### config.mk
export PLATFORM = sky130hd
export DESIGN_NAME = atsf_timer_sync
export DESIGN_NICKNAME = d
export VERILOG_FILES = /design/src/rtl/atsf_pin_sync.v /design/src/rtl/atsf_timer_sync.v
export VERILOG_INCLUDE_DIRS = /design/src /design/src/rtl
export SDC_FILE = /design/constraint.sdc
export NUM_CORES = 1
export LEC_CHECK = 0
export ABC_AREA = 0
export BUFFER_PORTS_ARGS = -buffer_cell sky130_fd_sc_hd__buf_2
export CAP_MARGIN = 10
export CORE_ASPECT_RATIO = 0.5
export CORE_MARGIN = 2
export CORE_UTILIZATION = 25
export DETAILED_ROUTE_END_ITERATION = 6
export PLACE_DENSITY = 0.44
export REMOVE_ABC_BUFFERS = 1
export SKIP_LAST_GASP = 1
export SLEW_MARGIN = 25
export SYNTH_ARGS = -nofsm -noshare
export SYNTH_HDL_FRONTEND = slang
export SYNTH_HIERARCHICAL = 1
export SYNTH_SLANG_ARGS = --single-unit
### constraint.sdc
create_clock -name clk -period 5.2 [get_ports clk]
set_input_delay 1.3 -clock clk [delete_from_list [all_inputs] [get_ports clk]]
set_output_delay 1.3 -clock clk [all_outputs]
set_load 0.01 [all_outputs]
### src/rtl/atsf_defines.vh
`ifndef ATSF_DEFINES_VH
`define ATSF_DEFINES_VH

// Byte offsets of the word registers on the bus.
`define ATSF_OFF_STATUS 8'h00
`define ATSF_OFF_MASK 8'h04
`define ATSF_OFF_FLAGS 8'h08
`define ATSF_OFF_GTC 8'h0c
`define ATSF_OFF_CNT 8'h10
`define ATSF_OFF_CMP 8'h14
`define ATSF_OFF_CTL 8'h18
`define ATSF_OFF_NONE 8'hff
`define ATSF_HADDR_HI_ZERO 24'h000000
`define ATSF_RDATA_PAD 24'h000000

// Field positions.
`define ATSF_B_EXTERNAL_CLOCK_INPUT_ENABLE 4
`define ATSF_B_ASYNC 3
`define ATSF_B_UB_CNT 2
`define ATSF_B_UB_CMP 1
`define ATSF_B_UB_CTL 0
`define ATSF_B_CMP 1
`define ATSF_B_OVF 0
`define ATSF_B_TSM 7
`define ATSF_B_PSR 1
`define ATSF_B_WGM0 6
`define ATSF_B_WGM1 3
`define ATSF_CS_HI 2
`define ATSF_CS_LO 0
`define ATSF_HTRANS_ACT 1

// Reset values and masks.
`define ATSF_RST8 8'h00
`define ATSF_RST2 2'h0
`define ATSF_RST10 10'h000
`define ATSF_CTL_WMASK 8'h7f

// Waveform modes.
`define ATSF_MODE_NORMAL 2'h0
`define ATSF_MODE_PCPWM 2'h1
`define ATSF_MODE_CTC 2'h2
`define ATSF_MODE_FAST 2'h3

// Clock select codes and prescaler tap masks.
`define ATSF_CS_OFF 3'h0
`define ATSF_CS_DIV1 3'h1
`define ATSF_CS_DIV8 3'h2
`define ATSF_CS_DIV32 3'h3
`define ATSF_CS_DIV64 3'h4
`define ATSF_CS_DIV128 3'h5
`define ATSF_CS_DIV256 3'h6
`define ATSF_PM_1 10'h000
`define ATSF_PM_8 10'h007
`define ATSF_PM_32 10'h01f
`define ATSF_PM_64 10'h03f
`define ATSF_PM_128 10'h07f
`define ATSF_PM_256 10'h0ff
`define ATSF_PM_1024 10'h3ff
`define ATSF_PRESC_ONE 10'h001

// Counter limits.
`define ATSF_CNT_MAX 8'hff
`define ATSF_CNT_BOT 8'h00
`define ATSF_CNT_ONE 8'h01

`endif

### src/rtl/atsf_pin_sync.v
`timescale 1ns/1ps
// Three-stage pin synchroniser; the level moves only once stages two and
// three agree, so a single-cycle glitch past stage two is ignored.
module atsf_pin_sync (
    input wire clk,      // System clock.
    input wire sys_rst,  // Synchronous reset, active high.
    input wire ce,       // Clock enable.
    input wire pin_in,   // Asynchronous pin.
    output reg level_q   // Filtered, synchronised level.
);
    reg s1_q;
    reg s2_q;
    reg s3_q;

    always @(posedge clk) begin
        if (sys_rst) begin
            s1_q <= 1'b0;
            s2_q <= 1'b0;
            s3_q <= 1'b0;
            level_q <= 1'b0;
        end else if (ce) begin
            s1_q <= pin_in;
            s2_q <= s1_q;
            s3_q <= s2_q;
            if (s2_q == s3_q) begin
                level_q <= s3_q;
            end
        end
    end
endmodule

### src/rtl/atsf_timer_sync.v
// Chosen here: the register offsets and the AHB-Lite register port.
`timescale 1ns/1ps
`include "atsf_defines.vh"

module atsf_timer_sync (
    input wire clk,                 // System clock, 100 MHz.
    input wire sys_rst,             // Synchronous reset, active high.
    input wire ce,                  // Clock enable; low freezes all state.
    input wire hsel,                // AHB-Lite slave select.
    input wire [31:0] haddr,        // AHB-Lite address.
    input wire [1:0] htrans,        // AHB-Lite transfer type.
    input wire hwrite,              // AHB-Lite write strobe.
    input wire [2:0] hsize,         // AHB-Lite size, words only.
    input wire [31:0] hwdata,       // AHB-Lite write data.
    input wire hready,              // AHB-Lite bus ready.
    output reg [31:0] hrdata,       // AHB-Lite read data.
    output wire hreadyout,          // AHB-Lite slave ready.
    output wire hresp,              // AHB-Lite response, always OKAY.
    input wire osc_pin_in,          // Oscillator input pin level.
    output wire crystal_osc_run,    // Crystal oscillator enable.
    output wire ext_clk_buf_en,     // External clock input buffer enable.
    input wire global_irq_enable,   // Global interrupt enable from the CPU.
    input wire compare_vector_ack,  // Compare vector executed, pulse.
    input wire overflow_vector_ack, // Overflow vector executed, pulse.
    output wire irq,                // Combined interrupt request, level.
    output wire irq_compare,        // Compare-match interrupt request.
    output wire irq_overflow        // Overflow interrupt request.
);
    reg external_clock_input_enable_q;
    reg async_clock_select_q;
    reg counter_update_pending_q;
    reg compare_update_pending_q;
    reg control_update_pending_q;
    reg [7:0] counter_value_q;
    reg [7:0] counter_tmp_q;
    reg [7:0] compare_value_a_q;
    reg [7:0] compare_tmp_q;
    reg [7:0] timer_control_a_q;
    reg [7:0] control_tmp_q;
    reg [1:0] timer_irq_mask_q;
    reg [1:0] timer_irq_flags_q;
    reg sync_hold_mode_q;
    reg prescaler_reset_request_q;
    reg [9:0] presc_q;
    reg count_up_q, match_block_q, pin_prev_q;
    reg dph_q, dwr_q, rd_wait_q;
    reg [7:0] dadr_q;

    wire pin_level, pin_rise, async_edge, src_tick;
    wire bus_acc, wr_en;
    wire [7:0] wd;
    wire wr_status, wr_mask, wr_flags, wr_gtc;
    wire wr_cnt, wr_cmp, wr_ctl;
    wire psr_wr, tsm_next, presc_clr;
    wire [2:0] clock_source_select;
    wire [1:0] wgm;
    wire timer_tick;
    wire cnt_load, cmp_load, ctl_load;
    wire cmp_hit, ovf_hit;
    wire [1:0] flag_set, flag_clr, irq_pend;

    reg [9:0] tap_mask;
    reg [7:0] rdata;
    reg prescaler_reset_d;

    atsf_pin_sync u_pin_sync (
        .clk(clk),
        .sys_rst(sys_rst),
        .ce(ce),
        .pin_in(osc_pin_in),
        .level_q(pin_level)
    );

    // Bus side: reads take one wait state so that read data is registered
    // after any write from the previous data phase has landed.
    assign hreadyout = ce & ~rd_wait_q;
    assign hresp = 1'b0;
    assign bus_acc = ce & hsel & hready & htrans[`ATSF_HTRANS_ACT];
    assign wr_en = ce & dph_q & dwr_q;
    assign wd = hwdata[7:0];
    assign wr_status = wr_en & (dadr_q == `ATSF_OFF_STATUS);
    assign wr_mask = wr_en & (dadr_q == `ATSF_OFF_MASK);
    assign wr_flags = wr_en & (dadr_q == `ATSF_OFF_FLAGS);
    assign wr_gtc = wr_en & (dadr_q == `ATSF_OFF_GTC);
    assign wr_cnt = wr_en & (dadr_q == `ATSF_OFF_CNT);
    assign wr_cmp = wr_en & (dadr_q == `ATSF_OFF_CMP);
    assign wr_ctl = wr_en & (dadr_q == `ATSF_OFF_CTL);

    always @(posedge clk) begin
        if (sys_rst) begin
            dph_q <= 1'b0;
            dwr_q <= 1'b0;
            rd_wait_q <= 1'b0;
            dadr_q <= `ATSF_OFF_NONE;
            hrdata <= {`ATSF_RDATA_PAD, `ATSF_RST8};
        end else if (ce) begin
            if (rd_wait_q) begin
                hrdata <= {`ATSF_RDATA_PAD, rdata};
                rd_wait_q <= 1'b0;
            end
            if (bus_acc) begin
                dph_q <= 1'b1;
                dwr_q <= hwrite;
                rd_wait_q <= ~hwrite;
                if (haddr[31:8] == `ATSF_HADDR_HI_ZERO) begin
                    dadr_q <= haddr[7:0];
                end else begin
                    dadr_q <= `ATSF_OFF_NONE;
                end
            end else if (hreadyout) begin
                dph_q <= 1'b0;
                dwr_q <= 1'b0;
            end
        end
    end

    always @* begin
        case (dadr_q)
            `ATSF_OFF_STATUS: begin
                rdata = {3'h0, external_clock_input_enable_q,
                    async_clock_select_q, counter_update_pending_q,
                    compare_update_pending_q, control_update_pending_q};
            end
            `ATSF_OFF_MASK: begin
                rdata = {6'h00, timer_irq_mask_q};
            end
            `ATSF_OFF_FLAGS: begin
                rdata = {6'h00, timer_irq_flags_q};
            end
            `ATSF_OFF_GTC: begin
                rdata = {sync_hold_mode_q, 5'h00,
                    prescaler_reset_request_q, 1'b0};
            end
            `ATSF_OFF_CNT: begin
                rdata = counter_value_q;
            end
            `ATSF_OFF_CMP: begin
                rdata = compare_tmp_q;
            end
            `ATSF_OFF_CTL: begin
                rdata = control_tmp_q;
            end
            default: begin
                rdata = `ATSF_RST8;
            end
        endcase
    end

    // Clock source: the pin is only a clock while asynchronous mode is on.
    assign pin_rise = pin_level & ~pin_prev_q;
    assign async_edge = async_clock_select_q & pin_rise;
    assign src_tick = async_clock_select_q ? pin_rise : 1'b1;
    assign ext_clk_buf_en = async_clock_select_q &
        external_clock_input_enable_q;
    assign crystal_osc_run = async_clock_select_q &
        ~external_clock_input_enable_q;

    always @(posedge clk) begin
        if (sys_rst) begin
            pin_prev_q <= 1'b0;
            external_clock_input_enable_q <= 1'b0;
            async_clock_select_q <= 1'b0;
            timer_irq_mask_q <= `ATSF_RST2;
            sync_hold_mode_q <= 1'b0;
        end else if (ce) begin
            pin_prev_q <= pin_level;
            if (wr_status) begin
                external_clock_input_enable_q <= wd[`ATSF_B_EXTERNAL_CLOCK_INPUT_ENABLE];
                async_clock_select_q <= wd[`ATSF_B_ASYNC];
            end
            if (wr_mask) begin
                timer_irq_mask_q <= {wd[`ATSF_B_CMP], wd[`ATSF_B_OVF]};
            end
            if (wr_gtc) begin
                sync_hold_mode_q <= wd[`ATSF_B_TSM];
            end
        end
    end

    // Prescaler and its reset request.
    assign psr_wr = wr_gtc & wd[`ATSF_B_PSR];
    assign tsm_next = wr_gtc ? wd[`ATSF_B_TSM] : sync_hold_mode_q;
    assign presc_clr = psr_wr | prescaler_reset_request_q;

    always @* begin
        prescaler_reset_d = 1'b0;
        if (presc_clr) begin
            if (tsm_next) begin
                prescaler_reset_d = 1'b1;
            end else if (async_clock_select_q) begin
                prescaler_reset_d = ~async_edge;
            end else begin
                prescaler_reset_d = 1'b0;
            end
        end
    end

    always @(posedge clk) begin
        if (sys_rst) begin
            presc_q <= `ATSF_RST10;
            prescaler_reset_request_q <= 1'b0;
        end else if (ce) begin
            prescaler_reset_request_q <= prescaler_reset_d;
            if (presc_clr) begin
                presc_q <= `ATSF_RST10;
            end else if (src_tick) begin
                presc_q <= presc_q + `ATSF_PRESC_ONE;
            end
        end
    end

    assign clock_source_select =
        timer_control_a_q[`ATSF_CS_HI:`ATSF_CS_LO];
    assign wgm = {timer_control_a_q[`ATSF_B_WGM1],
        timer_control_a_q[`ATSF_B_WGM0]};

    always @* begin
        case (clock_source_select)
            `ATSF_CS_DIV1: tap_mask = `ATSF_PM_1;
            `ATSF_CS_DIV8: tap_mask = `ATSF_PM_8;
            `ATSF_CS_DIV32: tap_mask = `ATSF_PM_32;
            `ATSF_CS_DIV64: tap_mask = `ATSF_PM_64;
            `ATSF_CS_DIV128: tap_mask = `ATSF_PM_128;
            `ATSF_CS_DIV256: tap_mask = `ATSF_PM_256;
            default: tap_mask = `ATSF_PM_1024;
        endcase
    end

    assign timer_tick = src_tick & ~presc_clr &
        (clock_source_select != `ATSF_CS_OFF) &
        ((presc_q & tap_mask) == tap_mask);

    // Staged loads: synchronous mode loads on the write itself, asynchronous
    // mode waits for the next pin clock edge.
    assign cnt_load = async_clock_select_q ?
        (async_edge & counter_update_pending_q) : wr_cnt;
    assign cmp_load = async_clock_select_q ?
        (async_edge & compare_update_pending_q) : wr_cmp;
    assign ctl_load = async_clock_select_q ?
        (async_edge & control_update_pending_q) : wr_ctl;

    assign cmp_hit = timer_tick & ~match_block_q &
        (counter_value_q == compare_value_a_q);
    assign ovf_hit = timer_tick & ((wgm == `ATSF_MODE_PCPWM) ?
        (~count_up_q & (counter_value_q == `ATSF_CNT_BOT)) :
        (counter_value_q == `ATSF_CNT_MAX));

    always @(posedge clk) begin
        if (sys_rst) begin
            counter_tmp_q <= `ATSF_RST8;
            compare_tmp_q <= `ATSF_RST8;
            control_tmp_q <= `ATSF_RST8;
            compare_value_a_q <= `ATSF_RST8;
            timer_control_a_q <= `ATSF_RST8;
            counter_update_pending_q <= 1'b0;
            compare_update_pending_q <= 1'b0;
            control_update_pending_q <= 1'b0;
        end else if (ce) begin
            if (wr_cnt) begin
                counter_tmp_q <= wd;
            end
            if (wr_cmp) begin
                compare_tmp_q <= wd;
            end
            if (wr_ctl) begin
                control_tmp_q <= wd & `ATSF_CTL_WMASK;
            end
            if (cmp_load) begin
                compare_value_a_q <= async_clock_select_q ?
                    compare_tmp_q : wd;
            end
            if (ctl_load) begin
                timer_control_a_q <= async_clock_select_q ?
                    control_tmp_q : (wd & `ATSF_CTL_WMASK);
            end
            // A new write in the cycle of a load keeps the flag set.
            counter_update_pending_q <= async_clock_select_q &
                ((counter_update_pending_q & ~async_edge) | wr_cnt);
            compare_update_pending_q <= async_clock_select_q &
                ((compare_update_pending_q & ~async_edge) | wr_cmp);
            control_update_pending_q <= async_clock_select_q &
                ((control_update_pending_q & ~async_edge) | wr_ctl);
        end
    end

    // Counter; a load suppresses the compare match on the next timer tick.
    always @(posedge clk) begin
        if (sys_rst) begin
            counter_value_q <= `ATSF_RST8;
            count_up_q <= 1'b1;
            match_block_q <= 1'b0;
        end else if (ce) begin
            if (cnt_load) begin
                counter_value_q <= async_clock_select_q ?
                    counter_tmp_q : wd;
                match_block_q <= 1'b1;
            end else if (timer_tick) begin
                match_block_q <= 1'b0;
                case (wgm)
                    `ATSF_MODE_PCPWM: begin
                        if (count_up_q) begin
                            if (counter_value_q == `ATSF_CNT_MAX) begin
                                count_up_q <= 1'b0;
                                counter_value_q <= counter_value_q -
                                    `ATSF_CNT_ONE;
                            end else begin
                                counter_value_q <= counter_value_q +
                                    `ATSF_CNT_ONE;
                            end
                        end else if (counter_value_q == `ATSF_CNT_BOT) begin
                            count_up_q <= 1'b1;
                            counter_value_q <= `ATSF_CNT_ONE;
                        end else begin
                            counter_value_q <= counter_value_q -
                                `ATSF_CNT_ONE;
                        end
                    end
                    `ATSF_MODE_CTC: begin
                        count_up_q <= 1'b1;
                        if (counter_value_q == compare_value_a_q) begin
                            counter_value_q <= `ATSF_CNT_BOT;
                        end else begin
                            counter_value_q <= counter_value_q +
                                `ATSF_CNT_ONE;
                        end
                    end
                    default: begin
                        count_up_q <= 1'b1;
                        counter_value_q <= counter_value_q + `ATSF_CNT_ONE;
                    end
                endcase
            end
        end
    end

    // Interrupt flags: a hardware set wins over a clear in the same cycle.
    assign flag_set = {cmp_hit, ovf_hit};
    assign flag_clr = ({2{wr_flags}} & {wd[`ATSF_B_CMP], wd[`ATSF_B_OVF]}) |
        {compare_vector_ack, overflow_vector_ack};

    always @(posedge clk) begin
        if (sys_rst) begin
            timer_irq_flags_q <= `ATSF_RST2;
        end else if (ce) begin
            timer_irq_flags_q <= (timer_irq_flags_q & ~flag_clr) | flag_set;
        end
    end

    assign irq_pend = timer_irq_flags_q & timer_irq_mask_q &
        {2{global_irq_enable}};
    assign irq_compare = irq_pend[`ATSF_B_CMP];
    assign irq_overflow = irq_pend[`ATSF_B_OVF];
    assign irq = |irq_pend;
endmodule

==> summary.md, run 1 <==
| Metric | Value |
|---|---|
| Status | complete, no violations |
| RSZ-0062 raised after global routing | false |
| Metal-1 WL | 7350 µm |
| Worst-skew pair later-pin latency | 0.34 ns |
| Initial antenna violation count | 0 |
| Reg2reg start | counter_value_q[0] |
| Crit path from | ce |
| Die Area | 0.0216 mm² |
| Reg2reg path depth | 7 |
| Synth unique cells | 79 |
| Type of the worst setup path | input pin to register |
| Slew Viols, Final | 0 |
| Total design power | 1410 µW |
| Nets | 739 |
| First-pass GRT wire length | 23,400 µm |
| CP startpoint kind | input pin |
| P&R area growth vs syn | 13.7% |
| Critical path peak fanout | 19 |
| Register area | 0.00182 mm² |
| Share of flip-flops with an asynchronous set or reset | 0% |
| Die W | 206 µm |
| Fill count | 2,148 |
| Fmax achieved | 301 MHz |
| Worst EP required | 5.43 ns |
| Layout cell share with drive strength beyond 1 | 17.0% |
| Multi-input gate area | 0.00291 mm² |
| Post-route clock period utilization | 63.8% |
| Min-delay src | counter_tmp_q[4] |
| Max_slew headroom | 44.9% |
| Vias in the first global route | 4,239 |
| Final setup viols | 0 |
| Main combinational cell family by area after synthesis | simple AND/OR/NAND/NOR gates |
| Congestion Overflow GR | 0 |
| Die Span Y | 105 µm |
| First-pass DRT Iterations | 4 |
| Critical path endpoint category | register |
| Postcts setup bufs | 0 |
| Reg-to-reg endpoint | counter_value_q[5] |
| Clk sinks | 91 |
| Clk pin slew, worst setup/hold paths | 0.06 ns |
| Leakage | 0.00230 µW |
| Total of max-cap violations | 0 |
| Uppermost layer routed | met4 |
| Hold Path Cell Cnt | 2 |
| Final antenna diode count | 0 |
| Ys flop type | dfxtp_1 |
| Setup WS pre-CTS | 1.55 ns |
| Post-route setup slack | 1.88 ns |
| WL/cell | 15.6 µm |
| Mean post-synth cell area | 8.29 µm² |
| Root buf cell | clkbuf_16 |
| EDFF count, synth | 0 |
| Initial DRC Count | 317 |
| Row cnt | 36 |
| Starting Density | 25.8% |
| PortBufs | 64 |
| WL final | 14,400 µm |
| Worst min path class | register to register |
| Synthesized flop and latch total | 91 |
| Placed inst area | 0.00549 mm² |
| Worst clock skew | 0.00819 ns |
| Tmin final | 3.32 ns |
| Post-synthesis cell area | 0.00508 mm² |
| Via Count | 4,444 |
| CTS H-Tree Depth | 3 |
| R2r setup slk | 2.56 ns |
| Power density over cell area | 244 mW/mm² |
| Total negative slack | 0 ns |
| Final Core Density | 29.4% |
| Placer's final routability congestion estimate | 0.784 |
| Synth Area in Simple Gates | 23.9% |
| DRC violations left | 0 |
| Fraction of synthesized cell area in xor and xnor cells | 4.48% |
| Final Cell Area | 0.00578 mm² |
| Hpwl dp | 10,500 µm |
| Final antenna-violating net count | 0 |
| TritonCTS clock tree | yes |
| Final hold vios | 0 |
| Clk buf depth | 2 |
| Met2 wire length | 6220 µm |
| Multiplexer share of the synthesized area | 5.54% |
| WHS Endpoint | counter_tmp_q[4] |
| Syn. warnings | 6 |
| WP data arrival | 3.55 ns |
| Register area share after synthesis | 35.9% |
| Adder-cell share of the synthesized area | 1.23% |
| Actual slew at the worst max-slew pin | 0.826 ns |
| Post-cts resize count | 0 |
| Synthesized netlist cell count | 613 |
| Core area | 0.0197 mm² |
| Peak VDD IR | 0.149 mV |
| Complex-gate fraction of the synthesized area | 20.3% |
| Hold_buf cts | 0 |
| Met3 WL post-DR | 761 µm |
| Via density | 4.80 |
| Total GRT Usage | 13.7% |
| Pin count of the biggest net entering global routing | 74 |
| Io pins | 118 |
| Inserted Clock Buffers | 9 |
[synthesized netlist by cell type, types with 12 or more instances]
cell type | count | share of area [%]
xor2_1 | 16 | 2.8
inv_1 | 12 | 0.89
nand2_1 | 62 | 4.6
nor2_1 | 74 | 5.5
dfxtp_1 | 91 | 36
a21oi_1 | 57 | 5.6
o22ai_1 | 13 | 1.6
a211oi_1 | 13 | 1.9
nand3_1 | 27 | 2.7
mux2i_1 | 27 | 5.3
clkbuf_1 | 20 | 1.5
buf_4 | 27 | 4.0
[registers in the layout, summed over array words and instances (netlist names), 2 cells and up]
name               cells
compare_tmp_q          8
compare_value_a_q      8
control_tmp_q          7
counter_tmp_q          8
counter_value_q        8
dadr_q                 8
hrdata                 8
presc_q               10
timer_control_a_q      5
timer_irq_flags_q      2
timer_irq_mask_q       2
[kinds of logic after synthesis]
family	count (synthesis)
and+or+nand+nor	238
AOI/OAI and AO/OA	147
DFF	91
buffers and inverters	77
muxes	28
xor gates and xnor gates	26
adders and majority gates	5
other	1
[layout by cell type, fill, tap and decap left out, types with 6 or more instances in the layout]
| cell | instances |
|---|---|
| conb_1 | 25 |
| nand3_1 | 27 |
| xor2_1 | 16 |
| a21oi_1 | 57 |
| o21ai_0 | 6 |
| nand2_1 | 62 |
| and3_1 | 7 |
| dfxtp_1 | 91 |
| clkbuf_16 | 9 |
| buf_4 | 7 |
| inv_1 | 12 |
| nand4_1 | 6 |
| buf_2 | 64 |
| o22ai_1 | 13 |
| mux2i_1 | 27 |
| a211oi_1 | 13 |
| nor2_1 | 74 |
| nor4_1 | 9 |
| xnor2_1 | 10 |
| nor3_1 | 10 |
[worst max-delay path, stage by stage]
cell and delay (ns):
buf_2 0.09, buf_4 0.22, and3_1 0.31, buf_4 0.25
a41oi_4 0.24, o2111a_2 0.32, nand2_2 0.15, or3_1 0.37
a221o_1 0.29
[metal layers]
layer  vias up  track usage (%)
met5         -                0
met4         0             2.26
met3         6             2.43
met2       121             20.9
met1      2086             20.1
li1       2231                -
[through the flow]
stage	std cells	hold slack [ns]
finish	926	0.453
global route	926	0.470
CTS	926	0.456
detailed placement	910	0.447
global placement	910	0.439
floorplan	573	0.426
[how the worst max path moves through the flow]
| stage | to | cells after the start |
|---|---|---|
| finish | count_up_q | 9 |
| global route | count_up_q | 9 |
| CTS | irq | 4 |
| detailed placement | count_up_q | 9 |
| global placement | count_up_q | 9 |
| floorplan | compare_value_a_q[0] | 6 |
[area by class of cell]
class                      instances  area share (%)
multi-input combinational        469            50.4
sequential                        91            31.5
timing repair buffer              71            6.45
tap                              266            5.76
clock buffer                      10            4.14
clock inverter                     6           0.845
inverter                          13           0.845
[where the power goes]
part           total [µW]  leakage (µW)  internal (µW)  switching, µW
clock                 635      0.000137            342            293
combinational        73.3       0.00143           24.4           48.9
sequential            702      0.000734            700           2.30
No activity file was read; power rests on OpenSTA's default activity.
==> run 2: changes to the inputs <==
- PLACE_DENSITY: 0.44 -> 0.46
- clock period: 5.2 -> 2.7 ns (I/O delays scaled with it)
==> run 2 against run 1 <==
Net effect: wire length rose by 2.9%; global-route usage grew 0.43 points; design area rose by 3.3%; die area is the same; critical path depth decreased by 1; power increased by 88%; first-iteration DRC count shrank 30%; non-clock buffer count up 27; utilization is 0.96 points higher; via count up 1.7%; worst hold slack improved by 0.0023 ns; highest routed layer unchanged.
==> summary.md, run 2 (same netlist as run 1, synthesis figures left out) <==
| Metric | Value |
|---|---|
| Status | complete, no violations (unchanged) |
| Reg2reg path depth | 8 (was 7) |
| Largest register by flop count | presc_q (unchanged) |
| Final Core Density | 30.3% (was 29.4%) |
| Total GRT Usage | 14.1% (was 13.7%) |
| Critical path endpoint category | register (unchanged) |
| Total of max-cap violations | 0 (unchanged) |
| Congestion Overflow GR | 0 (unchanged) |
| Clk pwr share | 43.5% (was 45.0%) |
| Sw Ratio | 23.9% (was 24.4%) |
| Min-delay src | counter_tmp_q[1] (was counter_tmp_q[4]) |
| Postcts setup bufs | 0 (unchanged) |
| Starting Density | 25.8% (unchanged) |
| Leakage | 0.00243 µW (was 0.00230 µW) |
| Layout cell share with drive strength beyond 1 | 19.8% (was 17.0%) |
| Slew Viols, Final | 0 (unchanged) |
| P&R area growth vs syn | 17.4% (was 13.7%) |
| Clk sinks | 91 (unchanged) |
| Worst EP required | 2.92 ns (was 5.43 ns) |
| Type of the worst setup path | register to register (was input pin to register) |
| WL final | 14,800 µm (was 14,400 µm) |
| Pin count of the biggest net entering global routing | 74 (unchanged) |
| Actual slew at the worst max-slew pin | 0.635 ns (was 0.826 ns) |
| Fin cells | 952 (was 926) |
| Tmin final | 2.31 ns |
| Final antenna-violating net count | 0 (unchanged) |
| Max FFs per register | 10 (unchanged) |
| Placed Cells | 937 (was 910) |
| Placer's final routability congestion estimate | 0.789 (was 0.784) |
| Critical path peak fanout | 7 (was 19) |
| Core area | 0.0197 mm² (unchanged) |
| Fmax achieved | 433 MHz |
| First-pass GRT wire length | 24,100 µm (was 23,400 µm) |
| Via density | 4.75 (was 4.80) |
| Hpwl dp | 11,100 µm (was 10,500 µm) |
| Hold_buf cts | 0 (unchanged) |
| Total negative slack | 0 ns (unchanged) |
| WL/cell | 15.6 µm (about the same) |
| Peak VDD IR | 0.259 mV (was 0.149 mV) |
| Die W | 206 µm (unchanged) |
| CP startpoint kind | register (was input pin) |
| Comb power frac | 5.6% (was 5.2%) |
| Die Span Y | 105 µm (unchanged) |
| WHS Endpoint | counter_tmp_q[1] (was counter_tmp_q[4]) |
| Nets | 766 (was 739) |
| Worst min path class | register to register (unchanged) |
| R2r setup slk | 0.39 ns (was 2.56 ns) |
| TritonCTS clock tree | yes (unchanged) |
| First-pass DRT Iterations | 5 (was 4) |
| Most frequent cells in the layout | dfxtp_1 (91), nor2_1 (74), buf_2 (64) (unchanged) |
| Post-route clock period utilization | 85.4% |
| Clk pin slew, worst setup/hold paths | 0.07 ns (was 0.06 ns) |
| DRC violations left | 0 (unchanged) |
| Row cnt | 36 (unchanged) |
| Final antenna diode count | 0 (unchanged) |
| Root buf cell | clkbuf_16 (unchanged) |
| Net switching power | 636 µW (was 344 µW) |
| Reg-to-reg endpoint | counter_value_q[3] (was counter_value_q[5]) |
| Via Count | 4,520 (was 4,444) |
| Post-cts resize count | 0 (unchanged) |
| Worst-skew pair later-pin latency | 0.34 ns (about the same) |
| Reg2reg start | counter_value_q[0] (unchanged) |
| Worst clock skew | 0.00773 ns (was 0.00819 ns) |
| Clk buf depth | 2 (unchanged) |
| Max_slew headroom | 57.3% (was 44.9%) |
| Power density over cell area | 445 mW/mm² (was 244 mW/mm²) |
| Seq pwr share | 50.9% (was 49.8%) |
| Initial antenna violation count | 0 (unchanged) |
| RSZ-0062 raised after global routing | false (unchanged) |
| Initial DRC Count | 222 (was 317) |
| Final Cell Area | 0.00597 mm² (was 0.00578 mm²) |
| Hold Path Cell Cnt | 2 (unchanged) |
| Total design power | 2660 µW (was 1410 µW) |
| Die Area | 0.0216 mm² (unchanged) |
| Final hold vios | 0 (unchanged) |
| PortBufs | 64 (unchanged) |
| Commonest non-fill, non-tap cell in the layout | dfxtp_1 (unchanged) |
| Vias in the first global route | 4,321 (was 4,239) |
| Inserted Clock Buffers | 9 (unchanged) |
| Placed inst area | 0.00571 mm² (was 0.00549 mm²) |
| WP data arrival | 2.53 ns (was 3.55 ns) |
| CTS H-Tree Depth | 3 (unchanged) |
| Final setup viols | 0 (unchanged) |
| P_int | 2020 µW (was 1070 µW) |
| Io pins | 118 (unchanged) |
run 2: cell type report:
type,count,area [µm²]
sequential,91,1820
clock buffer,11,233
timing repair buffer,98,588
clock inverter,4,28.8
multi-input combinational,469,2910
tap,266,333
fill,2135,13700
inverter,13,48.8
run 2: worst max-delay path by stage:
stage          slack (ns)  cells after the start                    to                from
2_1_floorplan        0.15                      6  compare_value_a_q[0]                  ce
3_3_place_gp         0.33                      7            count_up_q           hwdata[1]
3_5_place_dp         0.31                      7            count_up_q           hwdata[1]
4_1_cts              0.38                      8    counter_value_q[3]  counter_value_q[0]
5_1_grt              0.17                      8    counter_value_q[3]  counter_value_q[0]
6_report             0.39                      8    counter_value_q[3]  counter_value_q[0]
run 2: worst max-delay path, cell delays in order (launching register included):
cell and delay [ns]:
dfxtp_1 0.38, inv_1 0.11, ha_1 0.30, nor4b_1 0.45, a21bo_2 0.30, a21oi_1 0.08, o32a_1 0.28, a21oi_1 0.18
o32ai_2 0.10
run 2: layer usage:
metal / track usage, % / up-vias / routed length (µm)
li1: - / 2279 / -
met1: 20.9 / 2125 / 7670
met2: 21.4 / 106 / 6500
met3: 2.03 / 10 / 539
met4: 3.24 / 0 / 132
met5: 0 / - / 0
run 2: power groups by stage:
stage / combinational, µW / clock, µW / sequential (µW)
2_1_floorplan: 54.9 / 0 / 1380
3_3_place_gp: 151 / 0 / 1380
3_5_place_dp: 151 / 0 / 1380
4_1_cts: 151 / 1200 / 1350
5_1_grt: 168 / 1250 / 1350
6_report: 150 / 1160 / 1350
run 2: through the flow:
stage	hold WS (ns)	setup slack (ns)
2_1_floorplan	0.426	0.154
3_3_place_gp	0.438	0.325
3_5_place_dp	0.447	0.310
4_1_cts	0.456	0.376
5_1_grt	0.473	0.170
6_report	0.455	0.393
==> run 3: changes to the inputs <==
- clock period: 2.7 -> 2.07 ns (I/O delays scaled with it)
==> run 3 against run 2 <==
Net effect: clock power increased by 35%; global-route usage up 0.44 points; sequential cell count is the same; worst hold slack got worse by 0.074 ns; non-clock buffer count grew 52; design area grew 8.6%; power up 33%; critical path depth did not move; wire length is 5.1% higher; critical path type unchanged; largest power group unchanged.
==> summary.md, run 3 (same netlist as run 1, synthesis figures left out) <==
| Metric | Value |
|---|---|
| Type of the worst setup path | register to register (unchanged) |
| Post-route clock period utilization | 96.1% (was 85.4%) |
| Tmin final | 1.99 ns (was 2.31 ns) |
| Fin cells | 1,005 (was 952) |
| Initial DRC Count | 226 (was 222) |
| Reg2reg start | counter_value_q[1] (was counter_value_q[0]) |
| Final setup viols | 0 (unchanged) |
| Worst min path class | input pin to register (was register to register) |
| Min-delay src | haddr[6] (was counter_tmp_q[1]) |
| Die Area | 0.0216 mm² (unchanged) |
| Final hold vios | 0 (unchanged) |
| Critical path peak fanout | 4 (was 7) |
| Die W | 206 µm (unchanged) |
| Total of max-cap violations | 0 (unchanged) |
| WL/cell | 15.5 µm (was 15.6 µm) |
| WHS Endpoint | dadr_q[6] (was counter_tmp_q[1]) |
| Row cnt | 36 (unchanged) |
| Placed Cells | 988 (was 937) |
| Total GRT Usage | 14.6% (was 14.1%) |
| Leakage | 0.00272 µW (was 0.00243 µW) |
| Vias in the first global route | 4,526 (was 4,321) |
| CP startpoint kind | register (unchanged) |
| Nets | 819 (was 766) |
| Hpwl dp | 11,800 µm (was 11,100 µm) |
| Io pins | 118 (unchanged) |
| Starting Density | 25.8% (unchanged) |
| Status | complete, no violations (unchanged) |
| Slew Viols, Final | 0 (unchanged) |
| WP data arrival | 2.26 ns (was 2.53 ns) |
| Final Core Density | 32.9% (was 30.3%) |
| Power density over cell area | 547 mW/mm² (was 445 mW/mm²) |
| DRC violations left | 0 (unchanged) |
| First-pass GRT wire length | 24,500 µm (was 24,100 µm) |
| P&R area growth vs syn | 27.5% (was 17.4%) |
| Via Count | 4,770 (was 4,520) |
| First-pass DRT Iterations | 5 (unchanged) |
| Initial antenna violation count | 0 (unchanged) |
| Commonest non-fill, non-tap cell in the layout | buf_4 (was dfxtp_1) |
| Largest register by flop count | presc_q (unchanged) |
| Total negative slack | 0 ns (unchanged) |
| Most frequent cells in the layout | buf_4 (86), dfxtp_1 (81), nor2_1 (74) (was dfxtp_1 (91), nor2_1 (74), buf_2 (64)) |
| Worst EP required | 2.34 ns (was 2.92 ns) |
| Worst-skew pair later-pin latency | 0.35 ns (was 0.34 ns) |
| R2r setup slk | 0.08 ns (was 0.39 ns) |
| Layout cell share with drive strength beyond 1 | 28.8% (was 19.8%) |
| Post-route setup slack | 0.0803 ns (was 0.393 ns) |
| Fmax achieved | 503 MHz (was 433 MHz) |
| Final antenna-violating net count | 0 (unchanged) |
| Peak VDD IR | 0.375 mV (was 0.259 mV) |
| Inserted Clock Buffers | 9 (unchanged) |
| TritonCTS clock tree | yes (unchanged) |
| Total design power | 3540 µW (was 2660 µW) |
| Worst clock skew | 0.00841 ns (was 0.00773 ns) |
| Clk pin slew, worst setup/hold paths | 0.07 ns (about the same) |
| Clk sinks | 91 (unchanged) |
| Congestion Overflow GR | 0 (unchanged) |
| Setup WS pre-CTS | -0.104 ns (was 0.310 ns) |
| Final antenna diode count | 0 (unchanged) |
| Placer's final routability congestion estimate | 0.815 (was 0.789) |
| Pin count of the biggest net entering global routing | 24 (was 74) |
| Reg-to-reg endpoint | counter_value_q[5] (was counter_value_q[3]) |
| Die Span Y | 105 µm (unchanged) |
| WL final | 15,600 µm (was 14,800 µm) |
| Hold_buf cts | 0 (unchanged) |
| Reg2reg path depth | 8 (unchanged) |
| Root buf cell | clkbuf_16 (unchanged) |
| Max FFs per register | 10 (unchanged) |
| Hold Path Cell Cnt | 3 (was 2) |
| Via density | 4.75 (about the same) |
| Fill count | 2,135 (unchanged) |
| CTS H-Tree Depth | 3 (unchanged) |
| Clk buf depth | 2 (unchanged) |
| PortBufs | 64 (unchanged) |
| Core area | 0.0197 mm² (unchanged) |
| Critical path endpoint category | register (unchanged) |
[run 3: critical path, stage by stage, from the launching register on]
cell      delay (ns)
dfxtp_2         0.36
inv_1           0.07
ha_1            0.19
nor4b_2         0.18
a21bo_2         0.25
buf_4           0.14
a221o_1         0.29
a31o_1          0.23
a211oi_2        0.19
[run 3: worst max path at each step]
stage / startpoint / end / slack [ns] / cells past startpoint
after floorplan: async_clock_select_q / counter_value_q[3] / -0.37 / 6
after global placement: hwdata[1] / count_up_q / -0.11 / 7
after detailed placement: hwdata[1] / count_up_q / -0.10 / 7
after CTS: counter_value_q[3] / counter_value_q[6] / 0.001 / 8
after global routing: counter_value_q[1] / counter_value_q[5] / -0.02 / 8
final: counter_value_q[1] / counter_value_q[5] / 0.08 / 8
[run 3: layout make-up]
| class | count | area (µm²) | area share (%) |
|---|---|---|---|
| Clock buffer | 11 | 253 | 3.90 |
| Inverter | 13 | 48.8 | 0.753 |
| Timing Repair Buffer | 150 | 966 | 14.9 |
| Sequential cell | 91 | 1830 | 28.3 |
| Multi-Input combinational cell | 470 | 3020 | 46.6 |
| Tap cell | 266 | 333 | 5.14 |
| Clock inverter | 4 | 26.3 | 0.406 |
[run 3: stage by stage]
stage | hold slack, ns | instance area (µm²)
final | 0.381 | 6480
after global routing | 0.384 | 6480
after CTS | 0.360 | 6360
after detailed placement | 0.446 | 6080
after global placement | 0.441 | 6080
after floorplan | 0.426 | 4780
[run 3: where the power goes]
| part | switching, µW | internal (µW) |
|---|---|---|
| clock | 701 | 871 |
| sequential | 6.29 | 1760 |
| combinational | 131 | 77.1 |
[run 3: timing repair]
item | 4_1_cts | 5_1_grt
setup buffers | 0 | 1
gates resized for setup | 1 | 25
cloned | 0 | 1
pin swaps | 0 | 6
endpoints found under the setup margin | 1 | 21
[run 3: per-layer routing]
| layer | part of all wire [%] | wire, µm | global-route usage, % | vias up |
|---|---|---|---|---|
| met2 | 44 | 6850 | 22.8 | 121 |
| met3 | 4.4 | 690 | 3.09 | 14 |
| met1 | 51 | 7890 | 20.3 | 2243 |
| li1 | - | - | - | 2392 |
| met4 | 1.0 | 160 | 3.49 | 0 |
| met5 | 0 | 0 | 0 | - |
